==> src/hw/oam_pkg.sv <==
// constants for the oam continuity and test pdu unit
// assumes one 250 MHz clock and one-cycle event pulses from the datapath
package oam_pkg;
  localparam int SEQ_W   = 32;
  localparam int CNT_W   = 32;
  localparam int PORT_W  = 6;
  localparam int RUN_W   = 8;
  localparam int TLV_W   = 8;
  localparam int NTIMER  = 8;
  localparam int TSEL_W  = 3;
  localparam int MISS_W  = 3;
  localparam logic [MISS_W-1:0] MISS_LIMIT = 3'h7;
  localparam logic [SEQ_W-1:0]  SEQ_STEP   = 32'h00000001;
  localparam logic [CNT_W-1:0]  CNT_STEP   = 32'h00000001;
  localparam logic [RUN_W-1:0]  RUN_MAX    = 8'hFF;
  // flag vector positions
  localparam int FLAG_W       = 11;
  localparam int F_CONT_SEEN  = 0;
  localparam int F_LOSS_SEEN  = 1;
  localparam int F_SEQ_ERR    = 2;
  localparam int F_RDI_CHG    = 3;
  localparam int F_LOC_CHG    = 4;
  localparam int F_PORT_STBL  = 5;
  localparam int F_PSTATE_CHG = 6;
  localparam int F_ISTATE_CHG = 7;
  localparam int F_TEST_SEEN  = 8;
  localparam int F_TID_ERR    = 9;
  localparam int F_END_TLV    = 10;
  localparam logic [FLAG_W-1:0] IRQ_MASK = 11'h0F8;
  // tlv type codes
  localparam logic [TLV_W-1:0] TLV_END  = 8'h00;
  localparam logic [TLV_W-1:0] TLV_PORT = 8'h02;
  localparam logic [TLV_W-1:0] TLV_IF   = 8'h04;
  typedef enum logic [1:0] {TK_END, TK_PORT, TK_IF, TK_OTHER} tlv_kind_e;
endpackage

==> src/hw/oam_endpoint_engine.sv <==
// per-endpoint continuity and test pdu receive/transmit processing
// assumes all *_VLD inputs are one-cycle pulses with their data valid
// alongside, and timer expiry inputs are one-cycle pulses

module oam_endpoint_engine (
  input  wire logic                         SYS_CLK,
  input  wire logic                         SYS_RST,
  input  wire logic                         RX_CONT_VLD,
  input  wire logic                         RX_CONT_INVLD,
  input  wire logic                         RX_CONT_IS_LOSS,
  input  wire logic [oam_pkg::SEQ_W-1:0]    RX_CONT_SEQ,
  input  wire logic                         RX_CONT_RDI,
  input  wire logic [oam_pkg::PORT_W-1:0]   RX_SRC_PORT,
  input  wire logic                         RX_SRC_IS_LAG,
  input  wire logic [oam_pkg::PORT_W-1:0]   RX_LAG_MEMBER,
  input  wire logic [oam_pkg::TLV_W-1:0]    RX_TLV0_TYPE,
  input  wire logic [oam_pkg::TLV_W-1:0]    RX_TLV0_VAL,
  input  wire logic [oam_pkg::TLV_W-1:0]    RX_TLV1_TYPE,
  input  wire logic [oam_pkg::TLV_W-1:0]    RX_TLV1_VAL,
  input  wire logic [oam_pkg::NTIMER-1:0]   TIMER_EXPIRE,
  input  wire logic [oam_pkg::TSEL_W-1:0]   LOSS_TIMER_SELECT,
  input  wire logic [oam_pkg::TSEL_W-1:0]   LOSS_INSERT_TIMER_SELECT,
  input  wire logic                         LOSS_INSERT_TIMER_ENABLE,
  input  wire logic                         INSERT_LOSS_SET,
  input  wire logic                         TX_CONT_VLD,
  input  wire logic                         RX_SEQ_CHECK_ENABLE,
  input  wire logic [oam_pkg::RUN_W-1:0]    PORT_STABLE_THRESHOLD,
  input  wire logic [oam_pkg::FLAG_W-1:0]   FLAG_CLEAR,
  input  wire logic [oam_pkg::FLAG_W-1:0]   IRQ_ENABLE,
  input  wire logic                         EXTRACT_NEXT_CONT_SET,
  input  wire logic                         EXTRACT_NEXT_TEST_SET,
  input  wire logic                         COPY_ALL_CONT_TO_CPU,
  input  wire logic                         COPY_ALL_CONT_LOSS_TO_CPU,
  input  wire logic                         COPY_ALL_TEST_TO_CPU,
  input  wire logic                         EXTRACT_END_TLV_ENABLE,
  input  wire logic                         TEST_PDU_HW_ENABLE,
  input  wire logic                         TEST_PDU_OAM_COUNT_ENABLE,
  input  wire logic                         TEST_PDU_LOSS_COUNT_ENABLE,
  input  wire logic                         TEST_PDU_SEQ_WRITE_ENABLE,
  input  wire logic                         RX_TEST_VLD,
  input  wire logic [oam_pkg::SEQ_W-1:0]    RX_TEST_SEQ,
  input  wire logic                         TX_TEST_VLD,
  output logic      [oam_pkg::FLAG_W-1:0]   FLAGS,
  output logic                              IRQ,
  output logic      [oam_pkg::SEQ_W-1:0]    STORED_RX_SEQ_VALUE,
  output logic      [oam_pkg::CNT_W-1:0]    RX_OUT_OF_SEQ_COUNTER,
  output logic      [oam_pkg::CNT_W-1:0]    CONT_VALID_RX_COUNTER,
  output logic      [oam_pkg::CNT_W-1:0]    CONT_INVALID_RX_COUNTER,
  output logic                              LAST_REMOTE_DEFECT_VALUE,
  output logic      [oam_pkg::MISS_W-1:0]   CONTINUITY_MISS_COUNTER,
  output logic                              LOSS_OF_CONTINUITY_DEFECT,
  output logic      [oam_pkg::PORT_W-1:0]   LAST_SOURCE_PORT,
  output logic      [oam_pkg::RUN_W-1:0]    SAME_PORT_RUN_COUNTER,
  output logic      [oam_pkg::TLV_W-1:0]    SAMPLED_PORT_STATE,
  output logic      [oam_pkg::TLV_W-1:0]    SAMPLED_IF_STATE,
  output logic                              INSERT_LOSS_NEXT_REQUEST,
  output logic                              TX_INSERT_LOSS,
  output logic                              TX_TEST_SEQ_WRITE,
  output logic      [oam_pkg::SEQ_W-1:0]    TX_TEST_SEQ_OUT,
  output logic      [oam_pkg::SEQ_W-1:0]    TX_TRANSACTION_ID_STORE,
  output logic      [oam_pkg::SEQ_W-1:0]    RX_TRANSACTION_ID_STORE,
  output logic      [oam_pkg::CNT_W-1:0]    TEST_VALID_RX_COUNTER,
  output logic      [oam_pkg::CNT_W-1:0]    TRANSACTION_ID_ERROR_COUNTER,
  output logic                              EXTRACT_NEXT_CONT_PDU,
  output logic                              EXTRACT_NEXT_TEST_PDU,
  output logic                              CPU_COPY,
  output logic                              TEST_OAM_COUNT_INC,
  output logic                              TEST_LOSS_COUNT_INC
);
  function automatic oam_pkg::tlv_kind_e tlv_kind(
    input logic [oam_pkg::TLV_W-1:0] t);
    if (t == oam_pkg::TLV_END) begin
      return oam_pkg::TK_END;
    end else if (t == oam_pkg::TLV_PORT) begin
      return oam_pkg::TK_PORT;
    end else if (t == oam_pkg::TLV_IF) begin
      return oam_pkg::TK_IF;
    end
    return oam_pkg::TK_OTHER;
  endfunction

  oam_pkg::tlv_kind_e             kind0;
  oam_pkg::tlv_kind_e             kind1;
  logic                           port_hit;
  logic                           if_hit;
  logic                           end_tlv_bad;
  logic [oam_pkg::TLV_W-1:0]      port_val;
  logic [oam_pkg::TLV_W-1:0]      if_val;
  logic [oam_pkg::PORT_W-1:0]     arr_port;
  logic [oam_pkg::RUN_W-1:0]      run_nxt;
  logic [oam_pkg::FLAG_W-1:0]     flag_set;
  logic                           cont_mismatch;
  logic                           test_mismatch;
  logic                           loc_chg;
  logic                           loc_tick;
  logic                           ins_tick;
  logic                           test_hw_vld;
  logic                           copy_nxt;

  assign kind0 = tlv_kind(RX_TLV0_TYPE);
  assign kind1 = tlv_kind(RX_TLV1_TYPE);
  assign loc_tick = TIMER_EXPIRE[LOSS_TIMER_SELECT];
  assign ins_tick = LOSS_INSERT_TIMER_ENABLE &&
                    TIMER_EXPIRE[LOSS_INSERT_TIMER_SELECT];
  assign test_hw_vld = RX_TEST_VLD && TEST_PDU_HW_ENABLE;
  assign arr_port = RX_SRC_IS_LAG ? RX_LAG_MEMBER : RX_SRC_PORT;

  // leading status tlvs in either order; anything else first stops parse
  always_comb begin
    port_hit    = 1'b0;
    if_hit      = 1'b0;
    end_tlv_bad = 1'b0;
    port_val    = RX_TLV0_VAL;
    if_val      = RX_TLV0_VAL;
    case (kind0)
      oam_pkg::TK_PORT: port_hit = 1'b1;
      oam_pkg::TK_IF:   if_hit   = 1'b1;
      oam_pkg::TK_END:  end_tlv_bad = 1'b0;
      default:          end_tlv_bad = 1'b1;
    endcase
    if (kind0 == oam_pkg::TK_PORT || kind0 == oam_pkg::TK_IF) begin
      case (kind1)
        oam_pkg::TK_PORT: begin
          if (kind0 == oam_pkg::TK_IF) begin
            port_hit = 1'b1;
            port_val = RX_TLV1_VAL;
          end else begin
            end_tlv_bad = 1'b1;
          end
        end
        oam_pkg::TK_IF: begin
          if (kind0 == oam_pkg::TK_PORT) begin
            if_hit = 1'b1;
            if_val = RX_TLV1_VAL;
          end else begin
            end_tlv_bad = 1'b1;
          end
        end
        oam_pkg::TK_END: end_tlv_bad = 1'b0;
        default:         end_tlv_bad = 1'b1;
      endcase
    end
  end

  always_comb begin
    if (arr_port != LAST_SOURCE_PORT) begin
      run_nxt = '0;
    end else if (SAME_PORT_RUN_COUNTER != oam_pkg::RUN_MAX) begin
      run_nxt = SAME_PORT_RUN_COUNTER + 8'h01;
    end else begin
      run_nxt = SAME_PORT_RUN_COUNTER;
    end
  end

  always_comb begin
    flag_set = '0;
    flag_set[oam_pkg::F_CONT_SEEN] = RX_CONT_VLD;
    flag_set[oam_pkg::F_LOSS_SEEN] = RX_CONT_VLD && RX_CONT_IS_LOSS;
    flag_set[oam_pkg::F_SEQ_ERR]   = cont_mismatch;
    flag_set[oam_pkg::F_RDI_CHG]   = RX_CONT_VLD &&
      (RX_CONT_RDI != LAST_REMOTE_DEFECT_VALUE);
    flag_set[oam_pkg::F_LOC_CHG]   = loc_chg;
    flag_set[oam_pkg::F_PORT_STBL] = RX_CONT_VLD &&
      run_nxt == PORT_STABLE_THRESHOLD &&
      run_nxt != SAME_PORT_RUN_COUNTER;
    flag_set[oam_pkg::F_PSTATE_CHG] = RX_CONT_VLD && port_hit &&
      port_val != SAMPLED_PORT_STATE;
    flag_set[oam_pkg::F_ISTATE_CHG] = RX_CONT_VLD && if_hit &&
      if_val != SAMPLED_IF_STATE;
    flag_set[oam_pkg::F_TEST_SEEN] = RX_TEST_VLD;
    flag_set[oam_pkg::F_TID_ERR]   = test_mismatch;
    flag_set[oam_pkg::F_END_TLV]   = RX_CONT_VLD && end_tlv_bad;
  end

  // set wins over a clear in the same cycle
  always_ff @(posedge SYS_CLK or posedge SYS_RST) begin
    if (SYS_RST) begin
      FLAGS <= '0;
    end else begin
      FLAGS <= (FLAGS & ~FLAG_CLEAR) | flag_set;
    end
  end

  always_ff @(posedge SYS_CLK or posedge SYS_RST) begin
    if (SYS_RST) begin
      IRQ <= 1'b0;
    end else begin
      IRQ <= |(((FLAGS & ~FLAG_CLEAR) | flag_set) & IRQ_ENABLE &
               oam_pkg::IRQ_MASK);
    end
  end

  seq_tracker u_cont_seq (
    .clk       (SYS_CLK),
    .rst       (SYS_RST),
    .vld       (RX_CONT_VLD),
    .chk_en    (RX_SEQ_CHECK_ENABLE),
    .upd_en    (1'b1),
    .seq_in    (RX_CONT_SEQ),
    .mismatch  (cont_mismatch),
    .stored_r  (STORED_RX_SEQ_VALUE),
    .err_cnt_r (RX_OUT_OF_SEQ_COUNTER),
    .vld_cnt_r (CONT_VALID_RX_COUNTER)
  );

  seq_tracker u_test_seq (
    .clk       (SYS_CLK),
    .rst       (SYS_RST),
    .vld       (RX_TEST_VLD),
    .chk_en    (1'b1),
    .upd_en    (TEST_PDU_HW_ENABLE),
    .seq_in    (RX_TEST_SEQ),
    .mismatch  (test_mismatch),
    .stored_r  (RX_TRANSACTION_ID_STORE),
    .err_cnt_r (TRANSACTION_ID_ERROR_COUNTER),
    .vld_cnt_r (TEST_VALID_RX_COUNTER)
  );

  loc_monitor u_loc (
    .clk      (SYS_CLK),
    .rst      (SYS_RST),
    .tick     (loc_tick),
    .clr      (RX_CONT_VLD),
    .miss_r   (CONTINUITY_MISS_COUNTER),
    .defect_r (LOSS_OF_CONTINUITY_DEFECT),
    .chg_r    (loc_chg)
  );

  always_ff @(posedge SYS_CLK or posedge SYS_RST) begin
    if (SYS_RST) begin
      CONT_INVALID_RX_COUNTER <= '0;
    end else if (RX_CONT_INVLD) begin
      CONT_INVALID_RX_COUNTER <= CONT_INVALID_RX_COUNTER +
                                 oam_pkg::CNT_STEP;
    end
  end

  always_ff @(posedge SYS_CLK or posedge SYS_RST) begin
    if (SYS_RST) begin
      LAST_REMOTE_DEFECT_VALUE <= 1'b0;
    end else if (RX_CONT_VLD) begin
      LAST_REMOTE_DEFECT_VALUE <= RX_CONT_RDI;
    end
  end

  always_ff @(posedge SYS_CLK or posedge SYS_RST) begin
    if (SYS_RST) begin
      LAST_SOURCE_PORT      <= '0;
      SAME_PORT_RUN_COUNTER <= '0;
    end else if (RX_CONT_VLD) begin
      LAST_SOURCE_PORT      <= arr_port;
      SAME_PORT_RUN_COUNTER <= run_nxt;
    end
  end

  always_ff @(posedge SYS_CLK or posedge SYS_RST) begin
    if (SYS_RST) begin
      SAMPLED_PORT_STATE <= '0;
      SAMPLED_IF_STATE   <= '0;
    end else if (RX_CONT_VLD) begin
      if (port_hit) begin
        SAMPLED_PORT_STATE <= port_val;
      end
      if (if_hit) begin
        SAMPLED_IF_STATE <= if_val;
      end
    end
  end

  // loss insertion request; a new set in the using cycle survives
  always_ff @(posedge SYS_CLK or posedge SYS_RST) begin
    if (SYS_RST) begin
      INSERT_LOSS_NEXT_REQUEST <= 1'b0;
      TX_INSERT_LOSS           <= 1'b0;
    end else begin
      TX_INSERT_LOSS <= TX_CONT_VLD && INSERT_LOSS_NEXT_REQUEST;
      if (INSERT_LOSS_SET || ins_tick) begin
        INSERT_LOSS_NEXT_REQUEST <= 1'b1;
      end else if (TX_CONT_VLD) begin
        INSERT_LOSS_NEXT_REQUEST <= 1'b0;
      end
    end
  end

  always_ff @(posedge SYS_CLK or posedge SYS_RST) begin
    if (SYS_RST) begin
      TX_TRANSACTION_ID_STORE <= '0;
      TX_TEST_SEQ_OUT         <= '0;
      TX_TEST_SEQ_WRITE       <= 1'b0;
    end else begin
      TX_TEST_SEQ_WRITE <= TX_TEST_VLD && TEST_PDU_HW_ENABLE &&
                           TEST_PDU_SEQ_WRITE_ENABLE;
      if (TX_TEST_VLD && TEST_PDU_HW_ENABLE) begin
        TX_TEST_SEQ_OUT         <= TX_TRANSACTION_ID_STORE;
        TX_TRANSACTION_ID_STORE <= TX_TRANSACTION_ID_STORE +
                                   oam_pkg::SEQ_STEP;
      end
    end
  end

  always_ff @(posedge SYS_CLK or posedge SYS_RST) begin
    if (SYS_RST) begin
      TEST_OAM_COUNT_INC  <= 1'b0;
      TEST_LOSS_COUNT_INC <= 1'b0;
    end else begin
      TEST_OAM_COUNT_INC  <= (RX_TEST_VLD || TX_TEST_VLD) &&
                             TEST_PDU_OAM_COUNT_ENABLE;
      TEST_LOSS_COUNT_INC <= (RX_TEST_VLD || TX_TEST_VLD) &&
                             TEST_PDU_LOSS_COUNT_ENABLE;
    end
  end

  // one-shot extraction arms, used by the next matching pdu
  always_ff @(posedge SYS_CLK or posedge SYS_RST) begin
    if (SYS_RST) begin
      EXTRACT_NEXT_CONT_PDU <= 1'b0;
      EXTRACT_NEXT_TEST_PDU <= 1'b0;
    end else begin
      if (EXTRACT_NEXT_CONT_SET) begin
        EXTRACT_NEXT_CONT_PDU <= 1'b1;
      end else if (RX_CONT_VLD) begin
        EXTRACT_NEXT_CONT_PDU <= 1'b0;
      end
      if (EXTRACT_NEXT_TEST_SET) begin
        EXTRACT_NEXT_TEST_PDU <= 1'b1;
      end else if (RX_TEST_VLD) begin
        EXTRACT_NEXT_TEST_PDU <= 1'b0;
      end
    end
  end

  always_comb begin
    copy_nxt = 1'b0;
    if (RX_CONT_VLD) begin
      copy_nxt = EXTRACT_NEXT_CONT_PDU ||
        (RX_CONT_IS_LOSS ? COPY_ALL_CONT_LOSS_TO_CPU
                         : COPY_ALL_CONT_TO_CPU) ||
        (end_tlv_bad && EXTRACT_END_TLV_ENABLE);
    end
    if (RX_TEST_VLD) begin
      copy_nxt = copy_nxt || EXTRACT_NEXT_TEST_PDU ||
                 COPY_ALL_TEST_TO_CPU;
    end
  end

  always_ff @(posedge SYS_CLK or posedge SYS_RST) begin
    if (SYS_RST) begin
      CPU_COPY <= 1'b0;
    end else begin
      CPU_COPY <= copy_nxt;
    end
  end

  chk_seq_err_flag: assert property (@(posedge SYS_CLK) disable iff (SYS_RST)
    cont_mismatch |=> FLAGS[oam_pkg::F_SEQ_ERR])
    else $error("sequence error flag not set");
  chk_seq_store: assert property (@(posedge SYS_CLK) disable iff (SYS_RST)
    RX_CONT_VLD |=> STORED_RX_SEQ_VALUE == $past(RX_CONT_SEQ))
    else $error("receive sequence not stored");
  chk_miss_clear: assert property (@(posedge SYS_CLK) disable iff (SYS_RST)
    RX_CONT_VLD |=> CONTINUITY_MISS_COUNTER == 3'h0)
    else $error("miss counter not cleared");
  chk_loc_defect: assert property (@(posedge SYS_CLK) disable iff (SYS_RST)
    LOSS_OF_CONTINUITY_DEFECT |->
      CONTINUITY_MISS_COUNTER == oam_pkg::MISS_LIMIT)
    else $error("defect without full miss count");
  chk_loc_flag: assert property (@(posedge SYS_CLK) disable iff (SYS_RST)
    $changed(LOSS_OF_CONTINUITY_DEFECT) |=>
      FLAGS[oam_pkg::F_LOC_CHG])
    else $error("defect change not flagged");
  chk_rdi_flag: assert property (@(posedge SYS_CLK) disable iff (SYS_RST)
    RX_CONT_VLD && RX_CONT_RDI != LAST_REMOTE_DEFECT_VALUE |=>
      FLAGS[oam_pkg::F_RDI_CHG] && LAST_REMOTE_DEFECT_VALUE ==
      $past(RX_CONT_RDI))
    else $error("rdi change missed");
  chk_insert_clear: assert property (@(posedge SYS_CLK)
    disable iff (SYS_RST)
    TX_CONT_VLD && INSERT_LOSS_NEXT_REQUEST && !INSERT_LOSS_SET &&
      !ins_tick |=> TX_INSERT_LOSS && !INSERT_LOSS_NEXT_REQUEST)
    else $error("loss insertion not consumed");
  chk_tx_id_step: assert property (@(posedge SYS_CLK) disable iff (SYS_RST)
    TX_TEST_VLD && TEST_PDU_HW_ENABLE |=> TX_TRANSACTION_ID_STORE ==
      $past(TX_TRANSACTION_ID_STORE) + oam_pkg::SEQ_STEP)
    else $error("transmit id did not step");
  chk_irq_level: assert property (@(posedge SYS_CLK) disable iff (SYS_RST)
    |(FLAGS & IRQ_ENABLE & oam_pkg::IRQ_MASK) && FLAG_CLEAR == '0 |=>
      IRQ)
    else $error("interrupt missing");
  cov_loc_raise: cover property (@(posedge SYS_CLK) disable iff (SYS_RST)
    $rose(LOSS_OF_CONTINUITY_DEFECT));
  cov_port_stable: cover property (@(posedge SYS_CLK)
    disable iff (SYS_RST) $rose(FLAGS[oam_pkg::F_PORT_STBL]));
  cov_test_err: cover property (@(posedge SYS_CLK) disable iff (SYS_RST)
    test_mismatch);
endmodule

==> src/hw/seq_tracker.sv <==
// sequence store, expected-value check and pdu counters
// assumes vld is a one-cycle pulse per valid pdu
module seq_tracker (
  input  wire logic                       clk,
  input  wire logic                       rst,
  input  wire logic                       vld,
  input  wire logic                       chk_en,
  input  wire logic                       upd_en,
  input  wire logic [oam_pkg::SEQ_W-1:0]  seq_in,
  output wire logic                       mismatch,
  output logic      [oam_pkg::SEQ_W-1:0]  stored_r,
  output logic      [oam_pkg::CNT_W-1:0]  err_cnt_r,
  output logic      [oam_pkg::CNT_W-1:0]  vld_cnt_r
);
  assign mismatch = vld && upd_en && chk_en &&
                    (seq_in != stored_r + oam_pkg::SEQ_STEP);

  always_ff @(posedge clk or posedge rst) begin
    if (rst) begin
      stored_r <= '0;
    end else if (vld && upd_en) begin
      stored_r <= seq_in;
    end
  end

  always_ff @(posedge clk or posedge rst) begin
    if (rst) begin
      err_cnt_r <= '0;
    end else if (mismatch) begin
      err_cnt_r <= err_cnt_r + oam_pkg::CNT_STEP;
    end
  end

  always_ff @(posedge clk or posedge rst) begin
    if (rst) begin
      vld_cnt_r <= '0;
    end else if (vld) begin
      vld_cnt_r <= vld_cnt_r + oam_pkg::CNT_STEP;
    end
  end
endmodule

==> src/hw/loc_monitor.sv <==
// 3-bit miss counter with loss-of-continuity defect and change pulse
// assumes tick is one pulse per expiry of the assigned timer
module loc_monitor (
  input  wire logic                        clk,
  input  wire logic                        rst,
  input  wire logic                        tick,
  input  wire logic                        clr,
  output logic      [oam_pkg::MISS_W-1:0]  miss_r,
  output logic                             defect_r,
  output logic                             chg_r
);
  logic [oam_pkg::MISS_W-1:0] miss_nxt;
  logic                       defect_nxt;

  always_comb begin
    miss_nxt = miss_r;
    if (clr) begin
      miss_nxt = '0;
    end else if (tick && miss_r != oam_pkg::MISS_LIMIT) begin
      miss_nxt = miss_r + 3'h1;
    end
    defect_nxt = defect_r;
    if (clr) begin
      defect_nxt = 1'b0;
    end else if (miss_nxt == oam_pkg::MISS_LIMIT) begin
      defect_nxt = 1'b1;
    end
  end

  always_ff @(posedge clk or posedge rst) begin
    if (rst) begin
      miss_r   <= '0;
      defect_r <= 1'b0;
      chg_r    <= 1'b0;
    end else begin
      miss_r   <= miss_nxt;
      defect_r <= defect_nxt;
      chg_r    <= defect_nxt != defect_r;
    end
  end
endmodule

==> config.mk <==
export PLATFORM = sky130hd
export DESIGN_NAME = oam_endpoint_engine
export DESIGN_NICKNAME = d
export VERILOG_FILES = /design/src/hw/oam_pkg.sv /design/src/hw/oam_endpoint_engine.sv /design/src/hw/seq_tracker.sv /design/src/hw/loc_monitor.sv
export SDC_FILE = /design/constraint.sdc
export NUM_CORES = 1
export LEC_CHECK = 0
export BUFFER_PORTS_ARGS = -buffer_cell sky130_fd_sc_hd__buf_2
export CAP_MARGIN = 30
export CORE_MARGIN = 8
export CORE_UTILIZATION = 38
export DETAILED_ROUTE_END_ITERATION = 8
export HOLD_SLACK_MARGIN = 0.1
export RECOVER_POWER = 25
export SETUP_SLACK_MARGIN = 0.5
export SYNTH_ARGS = -nofsm -noshare
export SYNTH_HDL_FRONTEND = slang
export SYNTH_SLANG_ARGS = --single-unit
==> constraint.sdc <==
create_clock -name SYS_CLK -period 26.9 [get_ports SYS_CLK]
set_input_delay 1.345 -clock SYS_CLK [delete_from_list [all_inputs] [get_ports SYS_CLK]]
set_output_delay 1.345 -clock SYS_CLK [all_outputs]
set_load 0.03 [all_outputs]
* Word level (Yosys, flattened, before mapping)
Index checks and enable logic that the tools add are counted.
** Storage, ports and cells
- Bits in registers :: 344
- Output and inout port bits :: 343
- Bits of input ports :: 175
** Operators by class
- Eq/ne operators :: 20
- Mux-type cells :: 53
- $lt $le $gt $ge :: 2
- Bitwise operators :: 4
- Reductions and logical operators :: 39
- Add/sub/neg operators :: 10
** Operators with widths (number)
- adder 32 x 1 -> 32 bit (second input constant) :: 8
- two-way mux 8 bit :: 8
- inequality test 32 bit :: 2
- two-way mux 1 bit :: 31
- inequality test 8 bit :: 3
- logical AND 1 bit :: 21
- == test 8 x 2 -> 1 bit (second input constant) :: 2
- == test 8 x 3 -> 1 bit (second input constant) :: 2
- logical NOT 8 bit :: 2
- two-way mux 2 bit :: 8
- AND 11 bit :: 1
- inverter 11 bit :: 1
- OR 11 bit :: 1
- adder 8 x 1 -> 8 bit (second input constant) :: 1
- AND 8 bit :: 1
- == test 8 bit :: 1
- less-than comparator 3 x 4 -> 1 bit (second input constant) :: 2
- inequality test 8 bit (second input constant) :: 1
- logical OR 1 bit :: 7
- binary-select mux 1 bit (select 3 bit) :: 2
- two-way mux 3 bit :: 2
- two-way mux 6 bit :: 1
- inequality test 6 bit :: 1
- nonzero test 2 bit :: 3
- 11 further kinds :: 16

* Longest topological paths before layout
- Word-level depth :: 17
- Mapped depth :: 13
- Mapped depth without buffers :: 10

* By module
A second synthesis with hierarchy kept.
** Unflattened totals
- Cells, all modules :: 1739
- Area total of the unflattened synthesis :: 17998.5 um^2
** Modules (own cells, without submodules)
- seq_tracker :: times used 2, area each 5297.6 um^2, cells each 527
- oam_endpoint_engine :: times used 1, area each 7145.6 um^2, cells each 662
- loc_monitor :: times used 1, area each 257.7 um^2, cells each 23

* Least setup slack after synthesis
No wires, ideal clock.
- Path kind :: input-to-reg
- Start :: input RX_SRC_IS_LAG
- End :: register IRQ
- Cell stages on the path :: 11
- Arrival :: 3.751 ns
- Path slack :: 23.023 ns
- Buffers on the path :: 2
- Library setup time :: 0.126 ns
- Required time :: 26.774 ns
- Cells stage by stage :: clkbuf_1 mux2i_1 xnor2_1 nor4_1 nand2_1 clkbuf_1 a211o_1 xnor2_1 or2_2 o21a_1 a221o_1
** On the way
- Longest elaborated chain between the ends :: 9
- Elaborated cells between the ends (all ways) :: 10
** Ends and longest elaborated chain
- start: declaration :: line oam_endpoint_engine.sv:14 : input wire logic RX_SRC_IS_LAG,
- two-way mux 6 bit * :: line oam_endpoint_engine.sv:106 : assign arr_port = RX_SRC_IS_LAG ? RX_LAG_MEMBER : RX_SRC_PORT;
- inequality test 6 bit * :: line oam_endpoint_engine.sv:146 : if (arr_port != LAST_SOURCE_PORT) begin
- two-way mux 8 bit * :: line oam_endpoint_engine.sv:146
- == test 8 bit :: line oam_endpoint_engine.sv:164 : run_nxt == PORT_STABLE_THRESHOLD &&
- logical AND 1 bit :: line oam_endpoint_engine.sv:163 : flag_set[oam_pkg::F_PORT_STBL] = RX_CONT_VLD &&
- logical AND 1 bit * :: line oam_endpoint_engine.sv:164
- OR 11 bit * :: line oam_endpoint_engine.sv:188 : IRQ <= |(((FLAGS & ~FLAG_CLEAR) | flag_set) & IRQ_ENABLE &
- AND 8 bit * :: line oam_endpoint_engine.sv:188
- OR reduction 5 bit * :: line oam_endpoint_engine.sv:188
- end signal: assignment :: line oam_endpoint_engine.sv:188
- end: declaration :: line oam_endpoint_engine.sv:44 : output logic IRQ,
Every way passes the cells marked *; elsewhere a longest branch is shown, timed or not.
A chain may end at the register's enable or synchronous reset.

* Worst setup path after layout
- Start :: input RX_CONT_VLD
- End :: register IRQ
** On the way
- Longest elaborated chain between the ends :: 5
- Elaborated cells between the ends (all ways) :: 10
** Ends and longest elaborated chain
- start: declaration :: line oam_endpoint_engine.sv:8 : input wire logic RX_CONT_VLD,
- logical AND 1 bit, on equally long branches :: line oam_endpoint_engine.sv:163, oam_endpoint_engine.sv:166, oam_endpoint_engine.sv:168
- logical AND 1 bit, on equally long branches :: line oam_endpoint_engine.sv:164, oam_endpoint_engine.sv:166, oam_endpoint_engine.sv:168
- OR 11 bit * :: line oam_endpoint_engine.sv:188
- AND 8 bit * :: line oam_endpoint_engine.sv:188
- OR reduction 5 bit * :: line oam_endpoint_engine.sv:188
Marked as above.

==> flow_summary_export.csv <==
group,metric,value,unit
outcome,status,"finished with violations",
outcome,violations,"max-capacitance violations, max-slew violations",
clocking,cts_setup_buffers,0,
critical_path,critPathSlowestCell,"clkbuf_1",
timing,skew,0.0188,ns
global_routing,grt_pass1_wl,84.8,mm
clocking,htree_levels,2,
yosys,synth-seq-cells,344,
clocking,clock_path_buffers,3,
placed_design,port_buffers,511,
critical_path,cp-start-kind,"input port",
global_routing,antenna_found_initial,3,
drt,wl,54.3,mm
die,core,0.0463,mm²
global_routing,grt_usage,19.4,%
clocking,cts_made_buffers,41,
drt,drcViolationCount,0,
clocking,cts.sinks,344,
pwr,p_leak,10.7,nW
final_layout,drive_gt1_share,30.0,%
yosys,synth_compound_area_share,6.17,%
critical_path,crit_fanout,67,
yosys,syn_area,0.0177,mm²
clocking,post_cts_resized,0,
yosys,synth_xor_area_share,14.4,%
yosys,synthArstFlopShare,100,%
yosys,synth-simple-area-share,20.5,%
yosys,ys.flop_type,"dfrtp_1",
drt,drtAntennaViolNets,0,
timing,setup_tns,0,ns
clocking,cts-root-buf,"clkbuf_16",
critical_path,cp.required,27.39,ns
drt,wl_per_cell,18.8,µm
die,rows,79,
timing,fmax,0.172,GHz
pwr,ir_drop,0.0533,mV
global_routing,grt_max_degree,161,
timing,rsz0062_at_grt,"no",
timing,drv_slew,285,
placed_design,gp_congestion,0.890,
drt,num_vias,14980,
hold_path,worstHoldPathType,"flip-flop to flip-flop",
timing,timing.hold.ws,0.466,ns
timing,finalSetupViolations,0,
critical_path,critPathCaptureType,"flip-flop",
global_routing,grt_pass1_vias,15036,
drt,drtPass1Iterations,5,
critical_path,path_class,"input port to flip-flop",
critical_path,arrival,6.29,ns
die,die_w,232,µm
timing,relSlewSlack,-227,%
timing,worst_pin_slew,4.87,ns
yosys,synthDistinctLibCells,76,
final_layout,area_growth,26.1,%
final_layout,final_core_util,48.2,%
yosys,synth_edf_count,0,
yosys,synth_area_per_cell,10.2,µm²
die,start_util,38.2,%
critical_path,critPathMaxStageDelay,2.66,ns
clocking,cts_tree,"done",
critical_path,worstReg2RegStart,"u_cont_seq.stored_r[1]",
clocking,hold_buffers,0,
pwr,fin_total_pwr,0.00156,W
clocking,clk_pin_slew,0.06,ns
die,dieHeight,232,µm
pwr,p_per_area,70.2,mW/mm²
yosys,syn-instance-count,1735,
timing,min_period,5.80,ns
critical_path,cpMostUsedCell,"clkbuf_1",
critical_path,worstSetupStartpoint,"RX_CONT_VLD",
yosys,ys.warnings.count,0,
drt,drtIter0Drc,860,
global_routing,overflow,0,
clocking,clkLatencyLatePin,0.56,ns
placed_design,hpwl,41.0,mm
yosys,synthAdderAreaFrac,0.779,%
yosys,synth_top_family_by_area,"simple AND/OR/NAND/NOR gates",
yosys,syn_nets,1921,
yosys,ys_seq_area_share,48.7,%
die,io_pins,518,
drt,viasPerCell,5.19,
job,max_cap_violations,5,
die,die_area,0.0536,mm²
yosys,muxShareOfSynthArea,7.05,%
hold_path,min_from,"u_cont_seq.err_cnt_r[31]",
critical_path,crit_chain,"clkbuf_1, clkbuf_1, o21ai_1, nor2_1, a221o_1",
final_layout,final_nets,2433,
timing,min_period_over_period,21.6,%
timing,hold_violations,0,
==> flip-flops by register name (all words and copies together), names as in the netlist, 3 cells and up <==
| register | flops |
|---|---|
| u_cont_seq.err_cnt_r | 32 |
| u_cont_seq.vld_cnt_r | 32 |
| TX_TRANSACTION_ID_STORE | 32 |
| u_test_seq.vld_cnt_r | 32 |
| FLAGS | 11 |
| SAMPLED_IF_STATE | 8 |
| LAST_SOURCE_PORT | 6 |
| CONT_INVALID_RX_COUNTER | 32 |
| SAME_PORT_RUN_COUNTER | 8 |
| SAMPLED_PORT_STATE | 8 |
| u_cont_seq.stored_r | 32 |
| u_loc.miss_r | 3 |
| u_test_seq.stored_r | 32 |
| TX_TEST_SEQ_OUT | 32 |
| u_test_seq.err_cnt_r | 32 |
==> layer usage <==
metal	GRT usage, %	share of wire, %	up-vias
li1	-	-	7110
met3	4.89	7.1	79
met5	0	0.066	-
met4	6.02	2.6	6
met1	24.5	42	7330
met2	32.5	48	455
==> Yosys cell counts (4+ instances only) <==
master	instances	share of area, %
a211oi_1	5	0.21
a21o_1	5	0.21
a21oi_1	31	0.88
a31oi_1	14	0.50
a41oi_1	4	0.20
and2_1	17	0.60
and3_1	45	1.6
and4_1	15	0.74
buf_6	4	0.25
clkbuf_1	45	0.96
dfrtp_1	344	49
ha_1	11	0.78
inv_1	51	1.1
mux2_2	75	4.8
mux2i_1	30	1.7
mux4_2	4	0.51
nand2_1	243	5.2
nand3_1	84	2.4
nand3b_1	8	0.34
nand4_1	71	2.5
nor2_1	87	1.8
nor2b_1	8	0.28
nor3_1	46	1.3
nor3b_1	8	0.34
nor4_1	30	1.1
o211ai_1	6	0.25
o21a_1	4	0.17
o21ai_0	46	1.3
o22ai_1	6	0.21
or2_2	12	0.42
or3_1	12	0.42
or3b_2	4	0.20
xnor2_1	205	10
xor2_1	82	4.1
==> cell usage in the layout, fill, tap and decap left out, types with 50 or more instances in the layout <==
| cell | n |
|---|---|
| nand2_1 | 243 |
| xor2_1 | 82 |
| mux2_2 | 75 |
| nand3_1 | 84 |
| xnor2_1 | 205 |
| buf_2 | 506 |
| dfrtp_1 | 344 |
| inv_1 | 50 |
| nand4_1 | 71 |
| nor2_1 | 87 |
==> area by class of cell <==
class	instances	area, µm²
Antenna cell	1	2.50
Sequential cell	344	8610
Clock buffer	62	1190
Fill cell	4347	24000
Timing Repair Buffer	522	2650
Inverter	51	193
Multi-Input combinational cell	1287	8650
Clock inverter	14	228
Tap cell	607	759
==> cell families (layout without fill, tap and decap cells) <==
| group | after synthesis | count (layout) |
|---|---|---|
| buffers and inverters | 104 | 649 |
| XOR/XNOR | 288 | 288 |
| AO/OA/AOI/OAI | 164 | 164 |
| adder cells (fa/ha/maj) | 11 | 11 |
| other | 0 | 1 |
| multiplexers | 110 | 110 |
| AND/OR/NAND/NOR | 714 | 714 |
| flip-flops | 344 | 344 |
==> through the flow <==
| stage | setup slack (ns) | cells | area (µm²) |
|---|---|---|---|
| final | 21.10 | 2888 | 22300 |
| after global placement | 21.81 | 2810 | 20900 |
| after detailed placement | 21.76 | 2811 | 20900 |
| after CTS | 22.36 | 2887 | 22300 |
| after floorplan | 16.02 | 1735 | 17700 |
| after global routing | 20.37 | 2887 | 22300 |
==> worst paths after layout <==
check | end | slack [ns] | cells after the start
setup / recovery | IRQ | 21.10 | 5
hold / removal | u_cont_seq.err_cnt_r[31] | 0.47 | 1
max in group asynchronous | FLAGS[3] | 21.84 | 5
min in group asynchronous | u_test_seq.err_cnt_r[21] | 2.29 | 2
setup reg to reg | u_cont_seq.err_cnt_r[1] | 22.77 | 10
hold reg to reg | u_cont_seq.err_cnt_r[31] | 0.47 | 1
==> worst max-delay path, delay by kind of cell <==
family | cells | cell delay (ns)
buffers and inverters | 2 | 2.87
AO/OA/AOI/OAI | 2 | 1.49
AND/OR/NAND/NOR | 1 | 0.56
==> power by group <==
group | internal, W | switching, W
Sequential | 0.000568 | 0.0000700
Clock | 0.000349 | 0.000230
Combinational | 0.000118 | 0.000229
Total | 0.00104 | 0.000529
No activity file was read; power rests on OpenSTA's default activity.
